===== config.mk =====
export PLATFORM = sky130hd
export DESIGN_NAME = serdes_quad_rx_align_control
export DESIGN_NICKNAME = d
export VERILOG_FILES = /design/src/core/serdes_align_pkg.sv /design/src/core/edge_pulse.sv /design/src/core/serdes_quad_rx_align_control.sv
export SDC_FILE = /design/constraint.sdc
export NUM_CORES = 1
export LEC_CHECK = 0
export BUFFER_PORTS_ARGS = -buffer_cell sky130_fd_sc_hd__buf_2
export CORE_UTILIZATION = 50
export CTS_CLUSTER_SIZE = 30
export DETAILED_ROUTE_END_ITERATION = 6
export PLACE_DENSITY = 0.85
export SETUP_SLACK_MARGIN = 0.1
export SYNTH_ARGS = -nofsm -noshare
export SYNTH_HDL_FRONTEND = slang
export SYNTH_SLANG_ARGS = --single-unit

===== constraint.sdc =====
create_clock -name core_clk -period 1.51 [get_ports core_clk]
set_clock_uncertainty 0.1 [all_clocks]
set_input_delay 0.0755 -clock core_clk [delete_from_list [all_inputs] [get_ports core_clk]]
set_output_delay 0.0755 -clock core_clk [all_outputs]
set_load 0.005 [all_outputs]

===== src/core/serdes_align_pkg.sv =====
// Constants shared by the receive alignment control block
package serdes_align_pkg;
  // Channel count and bus widths
  localparam int NUM_CH = 4;
  localparam int ADDR_W = 20;
  localparam int DATA_W = 8;

  // Register offsets
  localparam logic [ADDR_W-1:0] OFS_SYNC_LOCK = 20'h3_0800;
  localparam logic [ADDR_W-1:0] OFS_LOOP_WALIGN = 20'h3_0801;
  localparam logic [ADDR_W-1:0] OFS_LINK_SM = 20'h3_0802;
  localparam logic [ADDR_W-1:0] OFS_LOCK_STAT = 20'h3_0805;
  localparam logic [ADDR_W-1:0] OFS_REALIGN_PART = 20'h3_0810;
  localparam logic [ADDR_W-1:0] OFS_SYNC_MODE = 20'h3_0811;
  localparam logic [ADDR_W-1:0] OFS_RESYNC_LINK = 20'h3_0820;

  // Reset values
  localparam logic [7:0] RST_SYNC_LOCK = 8'h00;
  localparam logic [7:0] RST_LOOP_WALIGN = 8'h00;
  localparam logic [3:0] RST_LINK_SM = 4'h0;
  localparam logic [7:0] RST_REALIGN_PART = 8'h00;
  localparam logic [7:0] RST_SYNC_MODE = 8'h00;
  localparam logic [7:0] RST_RESYNC_LINK = 8'h00;

  // Field positions
  localparam int BYTE_SYNC_LSB = 0;
  localparam int LOCK_SRC_LSB = 4;
  localparam int LOOP_LSB = 0;
  localparam int WALIGN_LSB = 4;
  localparam int REALIGN_LSB = 0;
  localparam int PART_LSB = 4;
  localparam int RESYNC1_LSB = 0;
  localparam int RESYNC2_LSB = 4;
  localparam int RESYNC4_BIT = 6;
  localparam int QUAD_LINK_BIT = 7;

  // Alignment grouping codes, two bits per channel
  localparam logic [1:0] SYNC_NONE = 2'h0;
  localparam logic [1:0] SYNC_TWIN = 2'h2;
  localparam logic [1:0] SYNC_QUAD = 2'h1;
  localparam logic [1:0] SYNC_UNUSED = 2'h3;

  // Edge detector width: realign, single, pair and group requests
  localparam int EDGE_W = 11;
endpackage


===== src/core/edge_pulse.sv =====
// Rising edge detector giving one-cycle pulses per bit
`timescale 1ns/1ns
`default_nettype none
module edge_pulse #(
  parameter int WIDTH = 4
) (
  // Clock and reset
  input wire logic core_clk,
  input wire logic rst_n,
  // Levels in, pulses out
  input wire logic [WIDTH-1:0] level,
  output logic [WIDTH-1:0] pulse
);
  logic [WIDTH-1:0] prevQ;
  logic [WIDTH-1:0] pulseQ;

  // Previous value of each level
  always_ff @(posedge core_clk or negedge rst_n)
  begin
    if (!rst_n)
      prevQ <= '0;
    else
      prevQ <= level;
  end

  // Pulse when a bit is high now and was low before
  always_ff @(posedge core_clk or negedge rst_n)
  begin
    if (!rst_n)
      pulseQ <= '0;
    else
      pulseQ <= level & ~prevQ;
  end

  assign pulse = pulseQ;
endmodule
`default_nettype wire


===== src/core/serdes_quad_rx_align_control.sv =====
// Register file and control outputs for quad receive alignment
// Function
// - Each channel has a byte sync enable bit, channels A to D at bits 0 to 3.
// - The lock source bit per channel, bits 4 to 7, picks reference clock at 0 or data at 1.
// - A channel locked to the reference clock reports its lock indicator as zero.
// - A set loopback bit routes the channel's transmit output into its receiver.
// - While loopback is on, the channel's external serial output is disabled.
// - A set word align disable bit, bits 4 to 7, suppresses word alignment on that channel.
// - A rising realign bit makes the channel realign on the next comma, a steady level does nothing.
// - The two-bit sync mode selects none at 00, twin at 10 and quad at 01, with 11 unassigned.
// - A rising single resync bit resets that channel's buffer write and read pointers.
// - A rising pair resync bit resyncs A and B from bit 4, or C and D from bit 5.
// - A rising group resync bit at bit 6 resyncs all four channels.
// - With the quad link selector at bit 7 set, all channels use the XAUI link machine.
//
// Local design decision: the plain strobed port.
`timescale 1ns/1ns
`default_nettype none
module serdes_quad_rx_align_control
  import serdes_align_pkg::*;
(
  // Clock and reset
  input wire logic core_clk,
  input wire logic rst_n,
  // Register port
  input wire logic [ADDR_W-1:0] regAddr,
  input wire logic [DATA_W-1:0] regWrData,
  input wire logic regWr,
  input wire logic regRd,
  output logic [DATA_W-1:0] regRdData,
  // Receiver PLL lock detect from the lanes
  input wire logic [NUM_CH-1:0] pllLockDetect,
  // Receiver controls
  output logic [NUM_CH-1:0] byteSyncEnable,
  output logic [NUM_CH-1:0] lockToData,
  output logic [NUM_CH-1:0] lockIndicator,
  output logic [NUM_CH-1:0] wordAlignDisable,
  output logic [NUM_CH-1:0] wordRealignPulse,
  // Loopback and serial output
  output logic [NUM_CH-1:0] serialLoopbackEnable,
  output logic [NUM_CH-1:0] serialTxEnable,
  // Multi-channel alignment
  output logic [NUM_CH-1:0] multichanParticipate,
  output logic [NUM_CH-1:0] twinAlign,
  output logic [NUM_CH-1:0] quadAlign,
  output logic [NUM_CH-1:0] alignResyncPulse,
  // Link state machine choice, 1 = XAUI
  output logic [NUM_CH-1:0] xauiLinkSelect
);
  // Register bits
  logic [7:0] syncLockQ;
  logic [7:0] loopAlignQ;
  logic [3:0] linkSmQ;
  logic [7:0] realignPartQ;
  logic [7:0] syncModeQ;
  logic [7:0] resyncLinkQ;
  // Derived flops
  logic [NUM_CH-1:0] txEnQ;
  logic [NUM_CH-1:0] lockSync1Q;
  logic [NUM_CH-1:0] lockSync2Q;
  logic [NUM_CH-1:0] lockIndQ;
  logic [NUM_CH-1:0] twinQ;
  logic [NUM_CH-1:0] quadQ;
  logic [NUM_CH-1:0] resyncQ;
  logic [NUM_CH-1:0] xauiQ;
  logic [DATA_W-1:0] rdDataQ;
  // Edge detector wiring
  logic [EDGE_W-1:0] edgeLevel;
  logic [EDGE_W-1:0] edgePulse;
  logic [NUM_CH-1:0] singlePulse;
  logic [1:0] pairPulse;
  logic groupPulse;
  // Decoded strobes
  logic wrSyncLock;
  logic wrLoopAlign;
  logic wrLinkSm;
  logic wrRealignPart;
  logic wrSyncMode;
  logic wrResyncLink;

  // Address match
  function automatic logic addrHit(input logic [ADDR_W-1:0] addr, input logic [ADDR_W-1:0] ofs);
    addrHit = (addr == ofs);
  endfunction
  // Sync mode field test for one channel
  function automatic logic modeIs(input logic [7:0] modes, input int ch, input logic [1:0] code);
    modeIs = (modes[2*ch +: 2] == code);
  endfunction

  // Write decode
  assign wrSyncLock = regWr && addrHit(regAddr, OFS_SYNC_LOCK);
  assign wrLoopAlign = regWr && addrHit(regAddr, OFS_LOOP_WALIGN);
  assign wrLinkSm = regWr && addrHit(regAddr, OFS_LINK_SM);
  assign wrRealignPart = regWr && addrHit(regAddr, OFS_REALIGN_PART);
  assign wrSyncMode = regWr && addrHit(regAddr, OFS_SYNC_MODE);
  assign wrResyncLink = regWr && addrHit(regAddr, OFS_RESYNC_LINK);

  // Byte sync enable and lock source register
  always_ff @(posedge core_clk or negedge rst_n)
  begin
    if (!rst_n)
      syncLockQ <= RST_SYNC_LOCK;
    else if (wrSyncLock)
      syncLockQ <= regWrData;
  end

  // Loopback and word align disable register
  always_ff @(posedge core_clk or negedge rst_n)
  begin
    if (!rst_n)
      loopAlignQ <= RST_LOOP_WALIGN;
    else if (wrLoopAlign)
      loopAlignQ <= regWrData;
  end

  // Serial output enable, updated with the loopback bits so both never overlap
  always_ff @(posedge core_clk or negedge rst_n)
  begin
    if (!rst_n)
      txEnQ <= 4'hF;
    else if (wrLoopAlign)
      txEnQ <= ~regWrData[LOOP_LSB +: NUM_CH];
  end

  // Per-channel link machine selects
  always_ff @(posedge core_clk or negedge rst_n)
  begin
    if (!rst_n)
      linkSmQ <= RST_LINK_SM;
    else if (wrLinkSm)
      linkSmQ <= regWrData[NUM_CH-1:0];
  end

  // Realign request and participation register
  always_ff @(posedge core_clk or negedge rst_n)
  begin
    if (!rst_n)
      realignPartQ <= RST_REALIGN_PART;
    else if (wrRealignPart)
      realignPartQ <= regWrData;
  end

  // Sync mode register
  always_ff @(posedge core_clk or negedge rst_n)
  begin
    if (!rst_n)
      syncModeQ <= RST_SYNC_MODE;
    else if (wrSyncMode)
      syncModeQ <= regWrData;
  end

  // Resync requests and quad link selector
  always_ff @(posedge core_clk or negedge rst_n)
  begin
    if (!rst_n)
      resyncLinkQ <= RST_RESYNC_LINK;
    else if (wrResyncLink)
      resyncLinkQ <= regWrData;
  end

  // Rising edges of realign and resync levels
  assign edgeLevel = {resyncLinkQ[RESYNC4_BIT],
                      resyncLinkQ[RESYNC2_LSB +: 2],
                      resyncLinkQ[RESYNC1_LSB +: NUM_CH],
                      realignPartQ[REALIGN_LSB +: NUM_CH]};

  edge_pulse #(
    .WIDTH(EDGE_W)
  ) u_edge (
    .core_clk(core_clk),
    .rst_n(rst_n),
    .level(edgeLevel),
    .pulse(edgePulse)
  );

  assign singlePulse = edgePulse[NUM_CH +: NUM_CH];
  assign pairPulse = edgePulse[2*NUM_CH +: 2];
  assign groupPulse = edgePulse[2*NUM_CH+2];

  // Buffer pointer reset per channel from single, pair or group requests
  always_ff @(posedge core_clk or negedge rst_n)
  begin
    if (!rst_n)
      resyncQ <= 4'h0;
    else
      resyncQ <= singlePulse
        | {{2{pairPulse[1]}}, {2{pairPulse[0]}}}
        | {NUM_CH{groupPulse}};
  end

  // Lock detect comes from the analog lanes, so synchronise it
  always_ff @(posedge core_clk or negedge rst_n)
  begin
    if (!rst_n)
    begin
      lockSync1Q <= 4'h0;
      lockSync2Q <= 4'h0;
    end
    else
    begin
      lockSync1Q <= pllLockDetect;
      lockSync2Q <= lockSync1Q;
    end
  end

  // Lock indicator low on reference lock, a written source applies at once so it never lags
  always_ff @(posedge core_clk or negedge rst_n)
  begin
    if (!rst_n)
      lockIndQ <= 4'h0;
    else if (wrSyncLock)
      lockIndQ <= lockSync2Q & regWrData[LOCK_SRC_LSB +: NUM_CH];
    else
      lockIndQ <= lockSync2Q & syncLockQ[LOCK_SRC_LSB +: NUM_CH];
  end

  // Alignment grouping, only for participating channels
  always_ff @(posedge core_clk or negedge rst_n)
  begin
    if (!rst_n)
    begin
      twinQ <= 4'h0;
      quadQ <= 4'h0;
    end
    else
    begin
      for (int ch = 0; ch < NUM_CH; ch++)
      begin
        twinQ[ch] <= realignPartQ[PART_LSB+ch] && modeIs(syncModeQ, ch, SYNC_TWIN);
        quadQ[ch] <= realignPartQ[PART_LSB+ch] && modeIs(syncModeQ, ch, SYNC_QUAD);
      end
    end
  end

  // Link machine choice, quad selector overrides per-channel bits
  always_ff @(posedge core_clk or negedge rst_n)
  begin
    if (!rst_n)
      xauiQ <= 4'h0;
    else if (resyncLinkQ[QUAD_LINK_BIT])
      xauiQ <= 4'hF;
    else
      xauiQ <= linkSmQ;
  end

  // Read data, valid only in the cycle after the strobe
  always_ff @(posedge core_clk or negedge rst_n)
  begin
    if (!rst_n)
      rdDataQ <= 8'h00;
    else if (!regRd)
      rdDataQ <= 8'h00;
    else
    begin
      case (regAddr)
        OFS_SYNC_LOCK: rdDataQ <= syncLockQ;
        OFS_LOOP_WALIGN: rdDataQ <= loopAlignQ;
        OFS_LINK_SM: rdDataQ <= {4'h0, linkSmQ};
        OFS_LOCK_STAT: rdDataQ <= {4'h0, lockIndQ};
        OFS_REALIGN_PART: rdDataQ <= realignPartQ;
        OFS_SYNC_MODE: rdDataQ <= syncModeQ;
        OFS_RESYNC_LINK: rdDataQ <= resyncLinkQ;
        default: rdDataQ <= 8'h00; // Unmapped reads as zero
      endcase
    end
  end

  // Outputs straight from flops
  assign regRdData = rdDataQ;
  assign byteSyncEnable = syncLockQ[BYTE_SYNC_LSB +: NUM_CH];
  assign lockToData = syncLockQ[LOCK_SRC_LSB +: NUM_CH];
  assign lockIndicator = lockIndQ;
  assign serialLoopbackEnable = loopAlignQ[LOOP_LSB +: NUM_CH];
  assign serialTxEnable = txEnQ;
  assign wordAlignDisable = loopAlignQ[WALIGN_LSB +: NUM_CH];
  assign wordRealignPulse = edgePulse[NUM_CH-1:0];
  assign multichanParticipate = realignPartQ[PART_LSB +: NUM_CH];
  assign twinAlign = twinQ;
  assign quadAlign = quadQ;
  assign alignResyncPulse = resyncQ;
  assign xauiLinkSelect = xauiQ;

  // Byte sync bits follow a write
  property p_byteSync;
    @(posedge core_clk) disable iff (!rst_n)
      wrSyncLock |=> byteSyncEnable == $past(regWrData[3:0]);
  endproperty
  a_byteSync: assert property (p_byteSync) else $error("byte sync enable not written");
  // Lock source bits follow a write
  property p_lockSrc;
    @(posedge core_clk) disable iff (!rst_n)
      wrSyncLock |=> lockToData == $past(regWrData[7:4]);
  endproperty
  a_lockSrc: assert property (p_lockSrc) else $error("lock source not written");
  // No lock indication while locked to reference clock
  property p_lockInd;
    @(posedge core_clk) disable iff (!rst_n)
      (lockIndicator & ~lockToData) == 4'h0;
  endproperty
  a_lockInd: assert property (p_lockInd) else $error("lock indicator set on reference lock");
  // Loopback bits follow a write
  property p_loop;
    @(posedge core_clk) disable iff (!rst_n)
      wrLoopAlign |=> serialLoopbackEnable == $past(regWrData[3:0]);
  endproperty
  a_loop: assert property (p_loop) else $error("loopback not written");
  // Serial output off exactly where loopback is on
  property p_txOff;
    @(posedge core_clk) disable iff (!rst_n)
      serialTxEnable == ~serialLoopbackEnable;
  endproperty
  a_txOff: assert property (p_txOff) else $error("serial output enabled during loopback");
  // Word align disable follows a write
  property p_walign;
    @(posedge core_clk) disable iff (!rst_n)
      wrLoopAlign |=> wordAlignDisable == $past(regWrData[7:4]);
  endproperty
  a_walign: assert property (p_walign) else $error("word align disable not written");
  // Realign pulse one cycle after a rising request, one cycle long
  property p_realign;
    @(posedge core_clk) disable iff (!rst_n)
      $rose(realignPartQ[0]) |=> wordRealignPulse[0] ##1 !wordRealignPulse[0];
  endproperty
  a_realign: assert property (p_realign) else $error("realign pulse wrong");
  // Steady realign level gives no pulse
  property p_realignStatic;
    @(posedge core_clk) disable iff (!rst_n)
      $stable(realignPartQ[0]) |=> !wordRealignPulse[0];
  endproperty
  a_realignStatic: assert property (p_realignStatic) else $error("realign without edge");
  // No grouping without participation, never both groupings
  property p_group;
    @(posedge core_clk) disable iff (!rst_n)
      ((twinAlign | quadAlign) & ~$past(multichanParticipate)) == 4'h0 && (twinAlign & quadAlign) == 4'h0;
  endproperty
  a_group: assert property (p_group) else $error("alignment grouping wrong");
  // Twin code on a participating channel selects twin alignment
  property p_twin;
    @(posedge core_clk) disable iff (!rst_n)
      realignPartQ[PART_LSB] && syncModeQ[1:0] == SYNC_TWIN |=> twinAlign[0];
  endproperty
  a_twin: assert property (p_twin) else $error("twin mode not decoded");
  // Single resync reaches its channel two cycles after the rise
  property p_single;
    @(posedge core_clk) disable iff (!rst_n)
      $rose(resyncLinkQ[1]) |-> ##2 alignResyncPulse[1];
  endproperty
  a_single: assert property (p_single) else $error("single resync missing");
  // Pair resync reaches both channels C and D
  property p_pair;
    @(posedge core_clk) disable iff (!rst_n)
      $rose(resyncLinkQ[5]) |-> ##2 alignResyncPulse[3:2] == 2'h3;
  endproperty
  a_pair: assert property (p_pair) else $error("pair resync missing");
  // Group resync reaches all channels
  property p_all;
    @(posedge core_clk) disable iff (!rst_n)
      $rose(resyncLinkQ[RESYNC4_BIT]) |-> ##2 alignResyncPulse == 4'hF;
  endproperty
  a_all: assert property (p_all) else $error("group resync missing");
  // Quad selector forces XAUI on every channel
  property p_xaui;
    @(posedge core_clk) disable iff (!rst_n)
      resyncLinkQ[QUAD_LINK_BIT] |=> xauiLinkSelect == 4'hF;
  endproperty
  a_xaui: assert property (p_xaui) else $error("quad link select ignored");
endmodule
`default_nettype wire


==> metrics list <==
- Run status: finished with violations
* Violations in the final reports: setup timing
- Clk sink count: about 110
* Pin count of the biggest net entering global routing: 54
- Transition at the pin with the smallest max-transition slack: 410 ps
* Final hold violation count: 0
- Number of core rows: 33
* Delay of the slowest critical-path stage: 540 ps
- Count of mapped cells out of synthesis: 302
- Starting density of the core: 0.516
* Crit path arrival time: 1680 ps
* Netlist area before placement: around 0.0042 mm²
- No sink is reached through more buffers than the 2 on the longest clock path.
- Req. time, crit path: roughly 1700 ps
- The share of the synthesized area in compound gates (AO/OA/AOI/OAI) came to 0.0543.
* #FFs+latches synth: 106
- After detailed routing, the number of vias per cell comes to 5.52.
- The first global-routing pass estimated 15700 µm of wire.
- Vertical extent of the die: 94.1 µm
* Worst slew slack as a fraction of its limit: 0.723
- Via count of the routed design: between 2000 and 3000
- Initial DRC Count: 123
- The tree is rooted in a sky130_fd_sc_hd__clkbuf_8.
- Across every metal layer, demand over resource in global routing totals 0.243.
- Horiz. Die Dim: around 94 µm
- Top cell types by occurrence after synthesis: sky130_fd_sc_hd__dfrtp_1 (102), sky130_fd_sc_hd__mux2_2 (47), sky130_fd_sc_hd__nand2_1 (19), sky130_fd_sc_hd__nor2b_1 (13), sky130_fd_sc_hd__o21ai_0 (12)
- Antenna violations before repair: 0
* Total routed wirelength: approximately 9900 µm
* Net count of the finished layout: 467
- Most frequently used cell type in the post-synthesis netlist: sky130_fd_sc_hd__dfrtp_1
- Total of endpoints with negative setup slack in the final report: 2
* Fraction of layout instances using a drive strength above 1: 0.493
- # IOs: between 90 and 100
- Insertion delay of the later-clocked pin in the worst-skew pair: between 300 and 400 ps
- Ranked by total cell area, the synthesized netlist is headed by sky130_fd_sc_hd__dfrtp_1 (60%), sky130_fd_sc_hd__mux2_2 (12%), sky130_fd_sc_hd__dfstp_2 (2.5%).
- Post-layout worst setup margin: -4.38 ps
- Die Footprint: 0.00885 mm²
- From synthesis to final layout, the design area changed by 30.2%.
- For this run, the leading register cell type out of synthesis is sky130_fd_sc_hd__dfrtp_1.
- Final hold slack: approximately 11 ps
- Of the total synthesized cell area, the portion taken by XOR and XNOR cells is 0.00207.
* Largest delay contributor family on the critical path: simple AND/OR/NAND/NOR gates
- The congestion estimate from routability-driven global placement came to just over 0.8.
- Remaining Overflow, GRT: 0
- TritonCTS built the clock tree.
* Reg2Reg Depth: 4
* Clock buffers created by TritonCTS: 9
* Top cell type's share of synthesized area: 0.602
- Reg clk slew, reported paths: 110 ps
- Static Leakage: a little under 0.003 µW
- Of all nets on the critical path, the largest fanout is 8.
* Adder and majority gate portion of the synthesized area: 0
- The final count of pins violating max slew was 0.
- In the synthesized netlist the async set-or-reset flop fraction comes to 1.00.
* Class of the worst hold path: input pin to asynchronous set/reset pin
- Once detail routing completed, the nets flagged for antenna violations numbered 0.
- Of the total synthesized cell area, the portion taken by AND, OR, NAND and NOR gates is 0.144.
* RSZ-0062 raised after global routing: yes
- Total power per unit cell area: just over 900 mW/mm²
* Critical Path, Cell by Cell: buf_8 > or4_4 > or2_4 > nor3_4 > nand3_4 > mux2_4
* Final cycle utilization of the critical path: 1.00
* Post-placement worst setup slack: -415 ps
* Main combinational cell family by area after synthesis: multiplexers
- Average detailed-routed wire length per instance: approximately 18 µm
* Kind of end point of the critical path: flop
* Ant. Diodes: 0
- The tool flagged a number of max-cap violations equal to 0.
- Summed over all instances, the cell type with the most area after synthesis is sky130_fd_sc_hd__dfrtp_1.
- Placeable core region: 0.00822 mm²
- The worst register-to-register path ends at regRdData[6].
- CTS H-tree lvls: 3
* Fmax: ~660 MHz
* Final total power: 5140 µW
- In this run, distinct cell masters in the synthesized netlist total 44.
- The first detailed-routing pass took 4 iterations.
- The filler cells instantiated in the layout total 565.
- The Yosys step of the flow raised 0 warnings.
- In this run the mean area of a mapped cell was 14.0 µm².
- The slowest stage of the critical path belongs to the cell sky130_fd_sc_hd__or4_4.
- During placement, the flow inserted port buffers numbering 91.
* Post-layout min period: 1510 ps
- Fraction of synthesized area in multiplexers: 0.146
- Kind of start point of the critical path: input pin
- Cell depth of the worst setup path: 6
- Crit Reg-Reg Startpoint: syncLockQ[6]
- Synthesized netlist net count: roughly 340
- The worst setup path is of the input pin to flop kind.
- Via count of the first global-routing pass: 3068
- Post-detailed-route DRC marker count: 0
* Largest vdd supply drop: 0.000526 V
- Half-perimeter wire length of the detailed placement result: 6700 µm
- Yosys mapped a number of flops with a built-in enable equal to 0.
- WP buf/inv: 1
* Portion of the post-synthesis area used by sequential elements: 0.627
- Setup slack of the most critical reg-to-reg path: 110 ps
-- logic make-up (layout without fill, tap and decap cells) --
logic type | after synthesis | in the layout
compound gates | 35 | 35
xor+xnor | 1 | 1
buf+inv | 17 | 151
mux | 56 | 56
flops | 106 | 106
simple gates | 87 | 87
-- cell usage in the layout, fill, tap and decap left out, types with 2 or more instances in the layout --
cell,count
sky130_fd_sc_hd__a21oi_1,8
sky130_fd_sc_hd__nand2_1,19
sky130_fd_sc_hd__nor2b_1,13
sky130_fd_sc_hd__buf_2,86
sky130_fd_sc_hd__dlygate4sd3_1,14
sky130_fd_sc_hd__o21ai_0,8
sky130_fd_sc_hd__o21ai_1,4
sky130_fd_sc_hd__a32oi_1,7
sky130_fd_sc_hd__buf_12,3
sky130_fd_sc_hd__nand4_4,2
sky130_fd_sc_hd__or2_2,4
sky130_fd_sc_hd__dfrtp_1,102
sky130_fd_sc_hd__nand3b_1,4
sky130_fd_sc_hd__inv_8,2
sky130_fd_sc_hd__mux2_4,13
sky130_fd_sc_hd__nor3_4,2
sky130_fd_sc_hd__or3_1,4
sky130_fd_sc_hd__a32o_1,3
sky130_fd_sc_hd__and3b_1,4
sky130_fd_sc_hd__clkbuf_8,9
sky130_fd_sc_hd__mux2i_1,8
sky130_fd_sc_hd__bufinv_16,2
sky130_fd_sc_hd__and2_4,3
sky130_fd_sc_hd__nand4b_1,2
sky130_fd_sc_hd__nor4_4,3
sky130_fd_sc_hd__buf_6,5
sky130_fd_sc_hd__buf_4,26
sky130_fd_sc_hd__nor2_1,8
sky130_fd_sc_hd__and3_1,2
sky130_fd_sc_hd__mux2_2,35
sky130_fd_sc_hd__nor3_1,2
sky130_fd_sc_hd__dfstp_2,4
-- state kept, by name, summed over array words and instances, names as in the netlist --
name              cells
alignResyncPulse      4
linkSmQ               4
lockIndicator         4
lockSync1Q            4
lockSync2Q            4
loopAlignQ            8
quadAlign             4
realignPartQ          8
regRdData             8
resyncLinkQ           8
serialTxEnable        4
syncLockQ             8
syncModeQ             8
twinAlign             4
u_edge.prevQ         11
u_edge.pulse         11
xauiLinkSelect        4
-- final cells by class --
type,count,area [µm²],area share
Sequential cell,106,2660,0.482
Multi-Input combinational cell,179,1590,0.288
Timing Repair Buffer,135,897,0.163
Tap cell,105,131,0.0238
Clock buffer,9,124,0.0225
Clock inverter,7,116,0.0211
-- repair_timing --
action,CTS,global route
hold buffers,14,0
resized for setup,6,15
pin swaps,10,7
endpoints found under the setup margin,18,59
endpoints found under the hold margin,157,0
buffers inserted,4,2
-- metrics by stage --
stage	utilization	instance area (µm²)	TNS, ps	std cells
finish	0.671	5510	-6.07	541
detailed placement	0.608	5000	-15800	505
global route	0.671	5510	-76.0	541
CTS	0.661	5430	-11.7	539
global placement	0.608	5000	-14600	505
floorplan	-	4310	-3600	302
-- how the worst max path moves through the flow --
stage	start	slack, ps	to
2_1_floorplan	regAddr[7]	-240	resyncLinkQ[6]
4_1_cts	regAddr[8]	-10	resyncLinkQ[6]
6_report	regAddr[8]	-4	resyncLinkQ[6]
5_1_grt	regAddr[8]	-20	resyncLinkQ[6]
3_3_place_gp	regAddr[7]	-370	resyncLinkQ[6]
3_5_place_dp	regAddr[7]	-410	resyncLinkQ[6]
-- power breakdown --
group          internal (µW)  leakage [µW]  switching [µW]
Clock                    980      0.000121            1030
Combinational            118       0.00140             160
Sequential              2850       0.00145            2.84
-- worst reg2reg max path, cell delays in order (launching register included) --
cell and delay, ps:
sky130_fd_sc_hd__dfrtp_1 400, sky130_fd_sc_hd__mux2_4 280, sky130_fd_sc_hd__a32o_2 240, sky130_fd_sc_hd__a32oi_2 180
sky130_fd_sc_hd__a21oi_2 80
-- routing by layer --
layer / global-route usage / share of wire
met1: 0.289 / 0.39
met2: 0.426 / 0.53
met3: 0.0542 / 0.050
met4: 0.100 / 0.026
met5: 0 / 0
(Power assumes the default switching activity.)
